`src/core/iav_map.svh`:
```
// Address, offset, reset and vector constants for the interrupt autovector block.
`ifndef IAV_MAP_SVH
`define IAV_MAP_SVH

// Code-space locations of the two interrupt entries.
`define IAV_USB_ENTRY 16'h0043
`define IAV_USB_PAGE 16'h0044
`define IAV_USB_VECLOC 16'h0045
`define IAV_FIFO_ENTRY 16'h0053
`define IAV_FIFO_PAGE 16'h0054
`define IAV_FIFO_VECLOC 16'h0055

// Source counts and vector coding.
`define IAV_USB_SLOTS 32
`define IAV_FIFO_SRCS 14
`define IAV_USB_RSVD 32'h0c02_00a0
`define IAV_USB_BASE 8'h00
`define IAV_FIFO_BASE 8'h80

// Register byte offsets on the APB.
`define IAV_OFS_SETUP 8'h00
`define IAV_OFS_USB_IE 8'h04
`define IAV_OFS_USB_PEND 8'h08
`define IAV_OFS_FIFO_IE 8'h0c
`define IAV_OFS_FIFO_PEND 8'h10
`define IAV_OFS_VECTORS 8'h14

// Reset values.
`define IAV_RST_SETUP 2'h0
`define IAV_RST_USB 32'h0000_0000
`define IAV_RST_FIFO 14'h0000
`define IAV_RST_BYTE 8'h00
`define IAV_RST_ADDR 16'h0000

`endif

```
`src/core/iav_pkg.sv`:
```
// Types shared by the interrupt autovector block.
package iav_pkg;
    // Entry sequencer states, Gray coded along idle, push, jump.
    typedef enum logic [1:0]
    {
        IAV_IDLE = 2'b00,
        IAV_PUSH = 2'b01,
        IAV_JUMP = 2'b11
    } iav_state_t;

    // One vector byte.
    typedef logic [7:0] iav_vec_t;
endpackage : iav_pkg

```
`src/core/iav_enc_if.sv`:
```
// Carrier between the autovector core and its priority encoder.
`timescale 1ns/1ps
`default_nettype none
`include "iav_map.svh"

interface iav_enc_if;
    logic [`IAV_USB_SLOTS-1:0] usbReq; // Pending and enabled USB sources.
    logic [`IAV_FIFO_SRCS-1:0] fifoReq; // Pending and enabled FIFO sources.
    iav_pkg::iav_vec_t usbVec; // Winning USB vector.
    iav_pkg::iav_vec_t fifoVec; // Winning FIFO vector.
    logic usbAny; // Some USB source requests.
    logic fifoAny; // Some FIFO source requests.

    modport core (output usbReq, output fifoReq, input usbVec, input fifoVec, input usbAny, input fifoAny);
    modport enc (input usbReq, input fifoReq, output usbVec, output fifoVec, output usbAny, output fifoAny);
endinterface : iav_enc_if

`default_nettype wire

```
`src/core/iav_vec_enc.sv`:
```
// Fixed-priority encoders producing the USB and FIFO vector bytes.
`timescale 1ns/1ps
`default_nettype none
`include "iav_map.svh"

module iav_vec_enc
(
    iav_enc_if.enc bus // Request vectors in, vector bytes out.
);
    import iav_pkg::*;

    // Returns the index of the lowest set bit; bit zero is the highest priority.
    function automatic logic [4:0] first_set(input logic [31:0] v);
        logic [4:0] idx;
        idx = 5'd0;
        for (int i = 31; i >= 0; i--)
        begin
            if (v[i])
            begin
                idx = 5'(i);
            end
        end
        return idx;
    endfunction : first_set

    logic [4:0] usbIdx; // Winning USB slot.
    logic [4:0] fifoIdx; // Winning FIFO slot.

    // Vector equals four times the slot, on top of each line's base.
    always_comb
    begin
        usbIdx = first_set(bus.usbReq);
        fifoIdx = first_set({18'h0, bus.fifoReq});
        bus.usbVec = `IAV_USB_BASE + {1'b0, usbIdx, 2'b00};
        bus.fifoVec = `IAV_FIFO_BASE + {1'b0, fifoIdx, 2'b00};
        bus.usbAny = |bus.usbReq;
        bus.fifoAny = |bus.fifoReq;
    end
endmodule : iav_vec_enc

`default_nettype wire

```
`src/core/iav_autovector.sv`:
```
// Two-line interrupt autovector controller with APB registers and code-fetch substitution.
//
// Operation
// - Merge USB and FIFO sources onto two lines.
// - USB entry: push PC, fetch 0x0043.
// - Substitute USB vector at 0x0045 when enabled.
// - FIFO entry: push PC, fetch 0x0053.
// - Substitute FIFO vector at 0x0055 when enabled.
// - USB vector is four times slot index.
// - Handshake acknowledged uses vector 18.
// - Endpoint 0/1 events use vectors 20-2C.
// - Large endpoints 2,4,6,8 use 30-3C.
// - Bulk IN NAK uses vector 40.
// - Ping NAK sources use vectors 48-5C.
// - Bus error limit uses vector 60.
// - Iso PID errors use vectors 70-7C.
// - Programmable flags use FIFO vectors 80-8C.
// - Empty flags use FIFO vectors 90-9C.
// - Full flags use FIFO vectors A0-AC.
// - Waveform done B0, waveform event B4.
`timescale 1ns/1ps
`default_nettype none
`include "iav_map.svh"

module iav_autovector
(
    input wire logic mclk, // Core clock.
    input wire logic rst_n, // Asynchronous reset, active low.
    input wire logic psel, // APB select.
    input wire logic penable, // APB access phase.
    input wire logic pwrite, // APB direction, high for write.
    input wire logic [7:0] paddr, // APB byte address.
    input wire logic [31:0] pwdata, // APB write data.
    output logic [31:0] prdata, // APB read data.
    output logic pready, // APB ready.
    output logic pslverr, // APB error for unmapped address.
    input wire logic [`IAV_USB_SLOTS-1:0] usbSrc, // USB event pulses, slot order.
    input wire logic [`IAV_FIFO_SRCS-1:0] fifoSrc, // FIFO and waveform event pulses.
    output logic usb_irq_line, // Shared USB interrupt request.
    output logic fifo_irq_line, // Shared FIFO interrupt request.
    input wire logic [1:0] irqTake, // Core takes USB (bit 0) or FIFO (bit 1).
    output logic pushPc, // Core pushes its program counter.
    output logic entryValid, // Entry address is valid for the jump.
    output logic [15:0] entryAddr, // Entry address to fetch from.
    input wire logic codeFetch, // Code byte fetch strobe.
    input wire logic [15:0] codeAddr, // Fetch address.
    input wire logic [7:0] memByte, // Byte read from code memory.
    output logic fetchValid, // Fetched byte is valid.
    output logic [7:0] fetchByte // Fetched byte, possibly substituted.
);
    import iav_pkg::*;

    // ----------------------------------------------------------------
    // State and wiring
    // ----------------------------------------------------------------
    iav_enc_if encBus(); // Link to the priority encoder.

    logic [1:0] setup_ff; // Bit 0 USB autovector, bit 1 FIFO autovector.
    logic [`IAV_USB_SLOTS-1:0] usbIe_ff; // USB source enables.
    logic [`IAV_USB_SLOTS-1:0] usbPend_ff; // USB sticky pending flags.
    logic [`IAV_FIFO_SRCS-1:0] fifoIe_ff; // FIFO source enables.
    logic [`IAV_FIFO_SRCS-1:0] fifoPend_ff; // FIFO sticky pending flags.
    logic [31:0] prdata_ff; // Captured read data.
    logic perr_ff; // Captured unmapped-address flag.
    iav_state_t state_ff; // Entry sequencer state.
    logic [15:0] entryAddr_ff; // Latched entry address.
    logic [7:0] fetchByte_ff; // Returned code byte.
    logic fetchValid_ff; // Returned byte strobe.

    logic usb_autovector_enable; // USB autovector switch.
    logic fifo_autovector_enable; // FIFO autovector switch.
    iav_vec_t usb_vector_byte; // Current USB vector.
    iav_vec_t fifo_vector_byte; // Current FIFO vector.
    logic setupPhase; // APB setup cycle.
    logic wrStrobe; // APB write completes this edge.
    logic mapped; // Address hits a register.

    assign usb_autovector_enable = setup_ff[0];
    assign fifo_autovector_enable = setup_ff[1];
    assign usb_vector_byte = encBus.usbVec;
    assign fifo_vector_byte = encBus.fifoVec;

    // ----------------------------------------------------------------
    // Priority encoding
    // ----------------------------------------------------------------
    // Only pending and enabled sources compete for the vector.
    assign encBus.usbReq = usbPend_ff & usbIe_ff;
    assign encBus.fifoReq = fifoPend_ff & fifoIe_ff;

    iav_vec_enc u_enc
    (
        .bus(encBus.enc)
    );

    // Each line is the OR of its enabled pending sources.
    assign usb_irq_line = encBus.usbAny;
    assign fifo_irq_line = encBus.fifoAny;

    // ----------------------------------------------------------------
    // APB slave
    // ----------------------------------------------------------------
    assign setupPhase = psel && !penable;
    assign wrStrobe = psel && penable && pwrite;
    assign pready = 1'b1;
    assign prdata = prdata_ff;
    assign pslverr = psel && penable && perr_ff;

    // Address decode for the error flag; the read capture decodes paddr on its own.
    always_comb
    begin
        case (paddr)
            `IAV_OFS_SETUP, `IAV_OFS_USB_IE, `IAV_OFS_USB_PEND,
            `IAV_OFS_FIFO_IE, `IAV_OFS_FIFO_PEND, `IAV_OFS_VECTORS:
                mapped = 1'b1;
            default:
                mapped = 1'b0;
        endcase
    end

    // Read data is captured in the setup cycle so it is stable in the access cycle.
    always_ff @(posedge mclk or negedge rst_n)
    begin
        if (!rst_n)
        begin
            prdata_ff <= 32'h0000_0000;
            perr_ff <= 1'b0;
        end
        else if (setupPhase)
        begin
            perr_ff <= !mapped;
            case (paddr)
                `IAV_OFS_SETUP: prdata_ff <= {30'h0, setup_ff};
                `IAV_OFS_USB_IE: prdata_ff <= usbIe_ff;
                `IAV_OFS_USB_PEND: prdata_ff <= usbPend_ff;
                `IAV_OFS_FIFO_IE: prdata_ff <= {18'h0, fifoIe_ff};
                `IAV_OFS_FIFO_PEND: prdata_ff <= {18'h0, fifoPend_ff};
                `IAV_OFS_VECTORS: prdata_ff <= {16'h0, fifo_vector_byte, usb_vector_byte};
                default: prdata_ff <= 32'h0000_0000;
            endcase
        end
    end

    // Setup register holds the two autovector switches.
    always_ff @(posedge mclk or negedge rst_n)
    begin
        if (!rst_n)
        begin
            setup_ff <= `IAV_RST_SETUP;
        end
        else if (wrStrobe && paddr == `IAV_OFS_SETUP)
        begin
            setup_ff <= pwdata[1:0];
        end
    end

    // Enable registers; reserved USB slots can never be enabled.
    always_ff @(posedge mclk or negedge rst_n)
    begin
        if (!rst_n)
        begin
            usbIe_ff <= `IAV_RST_USB;
            fifoIe_ff <= `IAV_RST_FIFO;
        end
        else if (wrStrobe)
        begin
            if (paddr == `IAV_OFS_USB_IE)
            begin
                usbIe_ff <= pwdata & ~`IAV_USB_RSVD;
            end
            if (paddr == `IAV_OFS_FIFO_IE)
            begin
                fifoIe_ff <= pwdata[`IAV_FIFO_SRCS-1:0];
            end
        end
    end

    // ----------------------------------------------------------------
    // Pending flags
    // ----------------------------------------------------------------
    // Write one to clear; a new event in the same cycle wins over the clear.
    always_ff @(posedge mclk or negedge rst_n)
    begin
        if (!rst_n)
        begin
            usbPend_ff <= `IAV_RST_USB;
        end
        else
        begin
            // Slots: 0 setup data, 6 handshake acked, 8..11 EP0/EP1, 12..15 EP2-8.
            // Slot 16 bulk IN NAK, 18..23 ping NAK, 24 error limit, 28..31 iso errors.
            usbPend_ff <= ((wrStrobe && paddr == `IAV_OFS_USB_PEND) ? (usbPend_ff & ~pwdata) : usbPend_ff)
                          | (usbSrc & ~`IAV_USB_RSVD);
        end
    end

    // FIFO flags: 0..3 programmable, 4..7 empty, 8..11 full, 12 done, 13 waveform.
    always_ff @(posedge mclk or negedge rst_n)
    begin
        if (!rst_n)
        begin
            fifoPend_ff <= `IAV_RST_FIFO;
        end
        else
        begin
            // Source order fixes the FIFO vectors.
            fifoPend_ff <= ((wrStrobe && paddr == `IAV_OFS_FIFO_PEND)
                           ? (fifoPend_ff & ~pwdata[`IAV_FIFO_SRCS-1:0]) : fifoPend_ff) | fifoSrc;
        end
    end

    // ----------------------------------------------------------------
    // Interrupt entry sequencer
    // ----------------------------------------------------------------
    // On a take the core first pushes its counter, then jumps to the entry.
    always_ff @(posedge mclk or negedge rst_n)
    begin
        if (!rst_n)
        begin
            state_ff <= IAV_IDLE;
            entryAddr_ff <= `IAV_RST_ADDR;
        end
        else
        begin
            case (state_ff)
                IAV_IDLE:
                begin
                    // USB is the higher line when both are taken together.
                    if (irqTake[0])
                    begin
                        state_ff <= IAV_PUSH;
                        entryAddr_ff <= `IAV_USB_ENTRY;
                    end
                    else if (irqTake[1])
                    begin
                        state_ff <= IAV_PUSH;
                        entryAddr_ff <= `IAV_FIFO_ENTRY;
                    end
                end
                IAV_PUSH:
                    state_ff <= IAV_JUMP;
                IAV_JUMP:
                    state_ff <= IAV_IDLE;
                default:
                    state_ff <= IAV_IDLE;
            endcase
        end
    end

    assign pushPc = (state_ff == IAV_PUSH);
    assign entryValid = (state_ff == IAV_JUMP);
    assign entryAddr = entryAddr_ff;

    // ----------------------------------------------------------------
    // Code fetch substitution
    // ----------------------------------------------------------------
    // Jump opcode and page byte come from memory; only the low target byte is replaced.
    always_ff @(posedge mclk or negedge rst_n)
    begin
        if (!rst_n)
        begin
            fetchByte_ff <= `IAV_RST_BYTE;
            fetchValid_ff <= 1'b0;
        end
        else
        begin
            fetchValid_ff <= codeFetch;
            if (codeFetch)
            begin
                if (usb_autovector_enable && codeAddr == `IAV_USB_VECLOC)
                begin
                    fetchByte_ff <= usb_vector_byte;
                end
                else if (fifo_autovector_enable && codeAddr == `IAV_FIFO_VECLOC)
                begin
                    fetchByte_ff <= fifo_vector_byte;
                end
                else
                begin
                    // Page bytes and disabled lines read straight from memory.
                    fetchByte_ff <= memByte;
                end
            end
        end
    end

    assign fetchByte = fetchByte_ff;
    assign fetchValid = fetchValid_ff;

    // Compares a returned byte with the expected vector.
    function automatic logic fifoValidByte(input logic [7:0] got, input logic [7:0] want);
        return got == want;
    endfunction : fifoValidByte
endmodule : iav_autovector

`default_nettype wire

```
`config.mk`:
```
export PLATFORM = sky130hd
export DESIGN_NAME = iav_autovector
export DESIGN_NICKNAME = d
export VERILOG_FILES = /design/src/core/iav_pkg.sv /design/src/core/iav_enc_if.sv /design/src/core/iav_vec_enc.sv /design/src/core/iav_autovector.sv
export VERILOG_INCLUDE_DIRS = /design/src /design/src/core
export SDC_FILE = /design/constraint.sdc
export NUM_CORES = 1
export LEC_CHECK = 0
export BUFFER_PORTS_ARGS = -buffer_cell sky130_fd_sc_hd__buf_2
export CORE_UTILIZATION = 40
export DETAILED_ROUTE_END_ITERATION = 10
export HOLD_SLACK_MARGIN = 0.02
export PLACE_DENSITY = 0.68
export SLEW_MARGIN = 40
export SYNTH_ARGS = -nofsm -noshare
export SYNTH_HDL_FRONTEND = slang
export SYNTH_SLANG_ARGS = --single-unit
```
`constraint.sdc`:
```
create_clock -name mclk -period 1.65 [get_ports mclk]
set_clock_uncertainty 0.1 [all_clocks]
set_input_delay 0.33 -clock mclk [delete_from_list [all_inputs] [get_ports mclk]]
set_output_delay 0.33 -clock mclk [all_outputs]
set_load 0.005 [all_outputs]
```
==> impl_metrics.csv, run 1 <==
group,metric,value,unit
status,status,"complete, but fails checks",
status,violations,"setup timing",
sta,hold_viol,0,
clock_network,clkTransAtPathRegs,60,ps
die,die_h,131,µm
worst_setup_path,crit_type,"flip-flop to output port",
power_and_ir_drop,power_density,771,nW/µm²
yosys,synth.distinct_cells,53,
yosys,yosysMostFrequentCell,"dfrtp_1",
worst_setup_path,start_kind,"flip-flop",
drt,dr.pass1.iters,6,
yosys,synthTopCellsByArea,"dfrtp_1 51%, nand2_1 6.1%, a21o_1 4.8%, mux2_4 4.5%, a22oi_1 3.9%",
yosys,synth_top_cell_by_area,"dfrtp_1",
sta,slew_headroom,0.635,
yosys,synth_top_area_frac,0.507,
yosys,syn_area_per_cell,10.7,µm²
placed_design,gp_congestion,0.908,
yosys,yosysWarningCount,0,
power_and_ir_drop,leakagePower,5.23,nW
sta,final-setup-viol-count,128,
yosys,synth_top_flop_cell,"dfrtp_1",
drt,drcViolationCount,0,
clock_network,cts.sinks,135,
global_routing,overflow,0,
power_and_ir_drop,total_power,8.75,mW
cells_and_area,nFillCells,1065,
worst_setup_path,cp.arrival,1700,ps
global_routing,grt_pass1_wl,37.3,mm
die,dieArea,17200,µm²
drt,drt_wl_total,26.0,mm
sta,fin_crit,2130,ps
cells_and_area,area_delta_synth_final,70.6,%
sta,finalHoldWorstSlack,36.3,ps
clock_network,h-tree-depth,4,
sta,worstMarginPinSlew,548,ps
hold_path,hold_class,"input port to flip-flop",
power_and_ir_drop,ir_worst_vdd,0.753,mV
clock_network,clockBufferDepth,2,
clock_network,cts_tree,"built",
die,rows,46,
yosys,synth_edf_count,0,
worst_setup_path,required,1220,ps
yosys,postSynthRegisterBits,135,
yosys,synth_area,6660,µm²
global_routing,grt_max_degree,42,
drt,drtIter0Drc,596,
die,initial_core_util,0.415,
job,max_cap_violations,0,
worst_setup_path,worst_setup_path_end_kind,"output port",
sta,postLayoutSetupSlackWorst,-483,ps
clock_network,cts_root_buffer,"clkbuf_16",
sta,rsz0062_at_grt,"yes",
yosys,ys_seq_area_frac,0.507,
global_routing,track_usage,0.297,
yosys,yosys-top-cells-count,"135 x dfrtp_1, 108 x nand2_1, 43 x a21o_1",
clock_network,cts_buffers,17,
clock_network,insertion_delay,430,ps
drt,num_vias,7055,
yosys,synthArstFlopShare,1.00,
die,core,16100,µm²
cells_and_area,layout-drive-gt1-share,0.559,
drt,viasPerCell,5.60,
global_routing,grt_antenna_before_repair,0,
die,io_pins,181,
global_routing,grt_pass1_vias,6924,
cells_and_area,n_antenna_cell,0,
placed_design,buffer_ports.inserted,162,
sta,period_share,1.29,
drt,wl_per_cell,20.6,µm
worst_setup_path,worstPathMaxFanout,2,
drt,ant_nets,0,
sta,max_freq,469,MHz
die,die_w,131,µm
yosys,synthCells,623,
sta,final_max_slew_viol_count,0,
cells_and_area,nets,1149,
placed_design,hpwl,15.7,mm
-- what timing repair did --
action	in CTS	in global routing
gates cloned	9	2
gates resized for setup	161	84
hold buffers	47	0
setup endpoints to repair	122	126
buffers inserted	33	26
endpoints found under the hold margin	81	0
pin swaps	124	94
-- area by class of cell --
type	count	area, µm²	share of cell area
clock buffer	20	467	0.0411
clock inverter	12	196	0.0173
inverter	8	32.5	0.00286
multi-input combinational	449	3730	0.328
sequential	135	3380	0.297
tap	216	270	0.0238
timing repair buffer	420	3290	0.289
-- logic make-up after synthesis --
family	share of synthesized area
DFF	0.507
buffers and inverters	0.0489
AOI/OAI and AO/OA	0.205
other	0.00113
muxes	0.0990
and+or+nand+nor	0.139
-- final timing paths --
| kind | from | endpoint | slack, ps | depth (start not counted) |
|---|---|---|---|---|
| min in group asynchronous | rst_n | entryAddr[4] | 280 | 2 |
| worst max-delay path | usbPend_ff[6] | usb_irq_line | -480 | 5 |
| worst min-delay path | pwdata[5] | usbPend_ff[5] | 40 | 2 |
| worst max register to register | usbIe_ff[24] | prdata[6] | -450 | 7 |
| max in group asynchronous | rst_n | prdata[1] | 590 | 3 |
| worst min register to register | prdata[7] | prdata[7] | 380 | 2 |
-- state kept, by name, summed over array words and instances (netlist names) --
register     flops
fifoIe_ff       14
prdata          32
fetchByte        8
fetchValid       1
fifoPend_ff     14
setup_ff         2
usbPend_ff      32
state_ff         2
perr_ff          1
entryAddr        2
usbIe_ff        27
-- per-stage QoR --
stage	cells	setup WS [ps]	TNS, ps	area, µm²	utilization
floorplan	634	-590	-47690	6780	-
CTS	1245	-466	-24930	11000	0.686
detailed placement	1129	-633	-70050	8840	0.550
global placement	1129	-615	-67080	8840	0.550
global route	1260	-539	-37690	11400	0.707
finish	1260	-483	-34300	11400	0.707
-- power breakdown --
part	switching [mW]	internal, mW	leakage, nW
logic	0.522	0.529	3.28
clock network	1.47	2.80	0.318
registers	0.0546	3.38	1.63
-- cell usage in the layout (no fill, tap or decap), drive strengths merged, types with 6 or more instances in the layout --
cell	netlist	routed
mux2	51	51
dlygate4sd3	0	47
nor2b	9	9
nand2	108	108
a21oi	15	15
a21o	43	43
a22oi	35	35
nor2	20	20
nand3	17	17
conb	2	13
dfrtp	135	135
o21ai	34	34
a221oi	6	6
and3	7	7
a22o	15	15
clkbuf	11	22
buf	31	371
a21boi	6	6
a222oi	9	9
inv	8	9
-- layer usage --
metal	up-vias	routed length, µm	GRT usage
li1	3093	-	-
met1	3455	10300	0.359
met2	409	12600	0.491
met3	98	1920	0.0761
met4	0	1200	0.150
met5	-	0	0
-- worst max-delay path, stage by stage, from the launching register on --
cell and delay [ps]:
dfrtp_1 400, a22o_4 290, nor3_4 210, buf_4 140
nand3_2 90, buf_2 140
Power figures use the tool's default switching activity.
==> run 2: changes to the inputs <==
- ABC_AREA: unset -> 1
==> run 2 against run 1 <==
Effect of this change:
- the run still ends with setup timing left
- clock-buffer cell count increased by 3
- sequential power hardly changed
- register-to-register slack lost 80 ps
- synthesized cell count increased by 35%
- cell count increased by 11%
- global-route usage fell by 5.0 points
- die area rose by 0.31%
- sequential share of layout area increased by 3.7 points
- largest power group unchanged
- largest cell class is now sequential cells
- non-clock buffer count fell by 81
- critical path depth increased by 2
==> impl_metrics.csv, run 2 <==
group,metric,value,unit
global_routing,grt_most_used_layer,"met2",
worst_setup_path,worstPathMaxFanout,2,
drt,viasPerCell,4.86,
drt,dr.pass1.iters,5,
yosys,yosysMostFrequentCell,"nand2_1",
die,die_w,131,µm
worst_setup_path,r2r_slack,-530,ps
drt,drcViolationCount,0,
yosys,yosys-top-cells-count,"271 x nand2_1, 135 x dfrtp_1, 101 x inv_1",
global_routing,overflow,0,
worst_setup_path,reg2reg_to,"prdata[2]",
drt,num_vias,6798,
clock_network,cts_buffers,17,
placed_design,gp_congestion,0.881,
yosys,syn_area_per_cell,7.96,µm²
hold_path,min_to,"fifoPend_ff[13]",
status,status,"complete, but fails checks",
yosys,synth_top_area_frac,0.506,
cells_and_area,nFillCells,1375,
sta,fin_crit,2200,ps
cells_and_area,nets,1288,
sta,rsz0062_at_grt,"yes",
clock_network,insertion_delay,420,ps
cells_and_area,layoutNonFillerInstCount,1399,
cells_and_area,fin_util,0.627,
sta,worstMarginPinSlew,522,ps
drt,drtIter0Drc,402,
global_routing,grt_pass1_vias,6760,
sta,slew_headroom,0.652,
sta,final_max_slew_viol_count,0,
clock_network,cts.sinks,135,
worst_setup_path,worst-path-buf-inv,1,
clock_network,clockBufferDepth,2,
hold_path,min_path_cells,2,
cells_and_area,multi_input_area,3050,µm²
global_routing,grt_pass1_wl,33.3,mm
yosys,synthArstFlopShare,1.00,
worst_setup_path,cp.arrival,1770,ps
worst_setup_path,required,1220,ps
global_routing,track_usage,0.247,
die,dieArea,17200,µm²
clock_network,clkTransAtPathRegs,60,ps
power_and_ir_drop,ir_worst_vdd,0.742,mV
clock_network,cts_root_buffer,"clkbuf_16",
hold_path,hold_class,"input port to flip-flop",
yosys,synthTopCellsByArea,"dfrtp_1 51%, nand2_1 15%, inv_1 5.7%, o21ai_0 5.4%, o21bai_1 4.2%",
cells_and_area,layout-drive-gt1-share,0.363,
worst_setup_path,setup.worst_path.start,"usbIe_ff[10]",
cells_and_area,layout_common_cells,"228 x nand2_1, 160 x buf_2, 135 x dfrtp_1",
drt,wl_per_cell,14.7,µm
global_routing,grt_antenna_before_repair,1,
die,die_h,131,µm
sta,period_share,1.33,
power_and_ir_drop,leakagePower,5.63,nW
worst_setup_path,r2r-start,"usbPend_ff[31]",
status,violations,"setup timing",
global_routing,gr-usage-met3,0.0602,
cells_and_area,final_common_cell,"nand2_1",
placed_design,buffer_ports.inserted,162,
die,io_pins,181,
placed_design,dp_cells,1309,
sta,final-setup-viol-count,13,
global_routing,grt_max_degree,52,
yosys,synth_top_cell_by_area,"dfrtp_1",
worst_setup_path,crit_type,"flip-flop to output port",
worst_setup_path,crit_family,"simple AND/OR/NAND/NOR gates",
worst_setup_path,slowest_stage,"dfrtp_1",
worst_setup_path,worst_setup_path_end_kind,"output port",
placed_design,place_area,8640,µm²
global_routing,met2_usage,0.413,
die,core,16100,µm²
cells_and_area,seq_area,3380,µm²
worst_setup_path,cp_common_cell,"nand2_2",
yosys,yosysWarningCount,0,
worst_setup_path,slowest_delay,400,ps
placed_design,hpwl,14.4,mm
clock_network,cts_tree,"built",
yosys,synthCells,839,
cells_and_area,area_delta_synth_final,51.4,%
hold_path,hold_start,"fifoSrc[13]",
global_routing,grt_use_met1,0.310,
yosys,synth.distinct_cells,47,
yosys,synth_top_flop_cell,"dfrtp_1",
worst_setup_path,reg2reg_depth,29,
sta,hold_viol,0,
clock_network,h-tree-depth,4,
yosys,postSynthRegisterBits,135,
yosys,synth_edf_count,0,
worst_setup_path,path_cells,"nand2_2, nand2_4, nor2_4, nand2_2, nor3_4, nand4_1, buf_2",
yosys,ys_seq_area_frac,0.506,
worst_setup_path,start_kind,"flip-flop",
drt,ant_nets,0,
yosys,synth_area,6680,µm²
cells_and_area,fin_area,10100,µm²
sta,max_freq,455,MHz
sta,postLayoutSetupSlackWorst,-547,ps
die,initial_core_util,0.415,
drt,drt_wl_total,20.5,mm
job,max_cap_violations,0,
die,rows,46,
power_and_ir_drop,power_density,821,nW/µm²
-- run 2: area by class of cell --
cell class / count / share of cell area
inverter: 107 / 0.0402
clock inverter: 8 / 0.0119
antenna: 1 / 0.000247
clock buffer: 23 / 0.0483
tap: 216 / 0.0267
timing repair buffer: 339 / 0.237
sequential: 135 / 0.334
multi-input combinational: 570 / 0.302
-- run 2: routing by layer --
layer  wire (µm)  up-vias
met1        8850     3182
met4         438        0
met2        9930      241
li1            -     3339
met3        1280       36
met5           0        -
-- run 2: cell families after synthesis --
logic type / synth area share
AOI/OAI and AO/OA: 0.165
buffers and inverters: 0.0938
DFF: 0.506
other: 0.00112
and+or+nand+nor: 0.234
-- run 2: what timing repair did --
action / CTS / global route
pin swaps: 39 / 31
setup endpoints to repair: 14 / 19
hold buffers: 40 / 1
resized for setup: 56 / 41
buffers inserted: 14 / 4
hold endpoints to repair: 174 / 1
-- run 2: how the worst max path moves through the flow --
stage                     depth (start not counted)  slack, ps      endpoint
after detailed placement                         10       -430  fetchByte[3]
after global routing                             29       -910     prdata[2]
after CTS                                         7       -560  usb_irq_line
final                                             7       -550  usb_irq_line
after floorplan                                   8       -250  fetchByte[6]
after global placement                            9       -400  fetchByte[2]
-- run 2: through the flow --
stage / setup WS (ps) / hold WS [ps] / total power [mW] / TNS (ps)
final: -547 / 30.4 / 8.30 / -3120
after global routing: -906 / 25.5 / 8.65 / -5020
after CTS: -560 / 21.2 / 8.33 / -3020
after detailed placement: -433 / 87.2 / 4.28 / -27830
after global placement: -396 / 85.3 / 4.27 / -26460
after floorplan: -252 / -65.6 / 3.82 / -7040
-- run 2: power by group --
part	internal [mW]	total (mW)	switching, mW
combinational	0.475	0.968	0.493
sequential	3.39	3.44	0.0492
clock	2.52	3.90	1.38
total	6.38	8.30	1.92
==> run 3: changes to the inputs <==
- SKIP_CTS_REPAIR_TIMING: unset -> 1
==> run 3 against run 2 <==
Effect of this change:
- the run still ends with setup timing left
- largest cell class unchanged
- sequential share of layout area up 0.37 points
- cell count is 0.79% lower
- clock power about the same
- clock-buffer cell count stayed put
- critical endpoint unchanged
- highest routed layer unchanged
- flip-flop and latch count stayed put
- die area did not move
==> impl_metrics.csv, run 3 (same netlist as run 2, synthesis figures left out) <==
group,metric,value,unit
global_routing,grt_antenna_before_repair,1,
drt,drt_wl_total,20.5,mm
cells_and_area,nets,1277,
hold_path,hold_class,"input port to flip-flop",
power_and_ir_drop,power_density,831,nW/µm²
placed_design,buffer_ports.inserted,162,
global_routing,grt_pass1_wl,32.4,mm
clock_network,cts.sinks,135,
power_and_ir_drop,p_seq_frac,0.414,
job,max_cap_violations,0,
placed_design,gp_congestion,0.881,
global_routing,grt_max_degree,52,
sta,rsz0062_at_grt,"yes",
clock_network,insertion_delay,430,ps
drt,drcViolationCount,0,
sta,fin_tns_setup,-3280,ps
worst_setup_path,slowest_stage,"dfrtp_1",
status,violations,"setup timing",
drt,wl_per_cell,14.8,µm
global_routing,track_usage,0.241,
worst_setup_path,slowest_delay,390,ps
worst_setup_path,worst_setup_path_end_kind,"output port",
cells_and_area,layout_common_cells,"230 x nand2_1, 160 x buf_2, 135 x dfrtp_1",
worst_setup_path,crit_type,"flip-flop to output port",
die,die_w,131,µm
die,io_pins,181,
cells_and_area,area_delta_synth_final,49.7,%
cells_and_area,fin_util,0.621,
clock_network,cts_root_buffer,"clkbuf_16",
worst_setup_path,cp.arrival,1790,ps
drt,drtIter0Drc,386,
sta,slew_headroom,0.622,
drt,num_vias,6723,
sta,fin_crit,2220,ps
power_and_ir_drop,leakagePower,5.58,nW
power_and_ir_drop,ir_worst_vdd,0.727,mV
power_and_ir_drop,p_sw,1.93,mW
placed_design,hpwl,14.4,mm
clock_network,clockBufferDepth,2,
die,core,16100,µm²
sta,final_max_slew_viol_count,0,
die,rows,46,
sta,hold_viol,0,
global_routing,grt_pass1_vias,6518,
sta,worstMarginPinSlew,567,ps
drt,dr.pass1.iters,5,
sta,finalHoldWorstSlack,5.21,ps
clock_network,clkTransAtPathRegs,50,ps
cells_and_area,final_common_cell,"nand2_1",
worst_setup_path,worstPathMaxFanout,2,
cells_and_area,layout-drive-gt1-share,0.360,
clock_network,cts_buffers,17,
sta,period_share,1.34,
die,die_h,131,µm
status,status,"complete, but fails checks",
drt,ant_nets,0,
worst_setup_path,cp_common_cell,"nand2_2",
clock_network,h-tree-depth,4,
sta,postLayoutSetupSlackWorst,-566,ps
power_and_ir_drop,swShare,0.232,
die,initial_core_util,0.415,
power_and_ir_drop,intPower,6.38,mW
power_and_ir_drop,clkPwrFrac,0.471,
sta,final-setup-viol-count,14,
worst_setup_path,path_cells,"nand2_2, nand2_2, nor2_4, nand2_2, nor3_4, nand4_1, buf_2",
sta,max_freq,451,MHz
power_and_ir_drop,p_comb_frac,0.116,
worst_setup_path,start_kind,"flip-flop",
clock_network,cts_tree,"built",
worst_setup_path,required,1220,ps
drt,viasPerCell,4.84,
global_routing,overflow,0,
die,dieArea,17200,µm²
==> run 3: cell types whose count changed in the layout (fill, tap and decap cells not counted), sizes merged <==
cell,previous run,this run
buf,298,293
dlygate4sd3,41,35
==> run 3: area by class of cell <==
type                            count  area (µm²)
Fill cell                        1410        6110
Sequential cell                   135        3380
Multi-Input combinational cell    570        3030
Timing Repair Buffer              328        2300
Clock buffer                       23         488
Inverter                          107         409
Tap cell                          216         270
Clock inverter                      8         120
Antenna cell                        1        2.50
==> run 3: through the flow <==
step / cells / setup WS (ps) / instance area [µm²] / total power, mW
floorplan: 850 / -252 / 6790 / 3.82
global placement: 1309 / -396 / 8640 / 4.27
detailed placement: 1309 / -433 / 8640 / 4.28
CTS: 1340 / -800 / 9250 / 8.20
global route: 1387 / -812 / 10000 / 8.64
finish: 1388 / -566 / 10000 / 8.31
==> run 3: power groups by stage <==
stage | Combinational (mW) | Clock, mW | Sequential (mW)
after floorplan | 0.329 | 0 | 3.49
after global placement | 0.780 | 0 | 3.49
after detailed placement | 0.790 | 0 | 3.49
after CTS | 0.800 | 3.97 | 3.44
after global routing | 1.07 | 4.13 | 3.45
final | 0.960 | 3.91 | 3.44
==> run 3: worst max-delay path: cells and delay by family (launching register included) <==
kind,cells,cell delay [ps]
DFF,1,390
buffers and inverters,1,170
and+or+nand+nor,6,800
==> run 3: per-layer routing <==
layer,vias up,global-route usage,wire (µm)
li1,3316,-,-
met1,3126,0.301,8910
met2,247,0.402,9950
met3,34,0.0698,1290
met4,0,0.0719,387
met5,-,0,0
==> run 3: final timing paths <==
path,startpoint,end,slack [ps],depth (start not counted)
max,usbPend_ff[12],usb_irq_line,-570,7
min,usbSrc[2],usbPend_ff[2],5,2
max reg2reg,usbPend_ff[29],prdata[3],-400,14
min reg2reg,prdata[28],prdata[28],380,2
max in group asynchronous,rst_n,usbPend_ff[26],680,3
min in group asynchronous,rst_n,fifoPend_ff[6],210,2
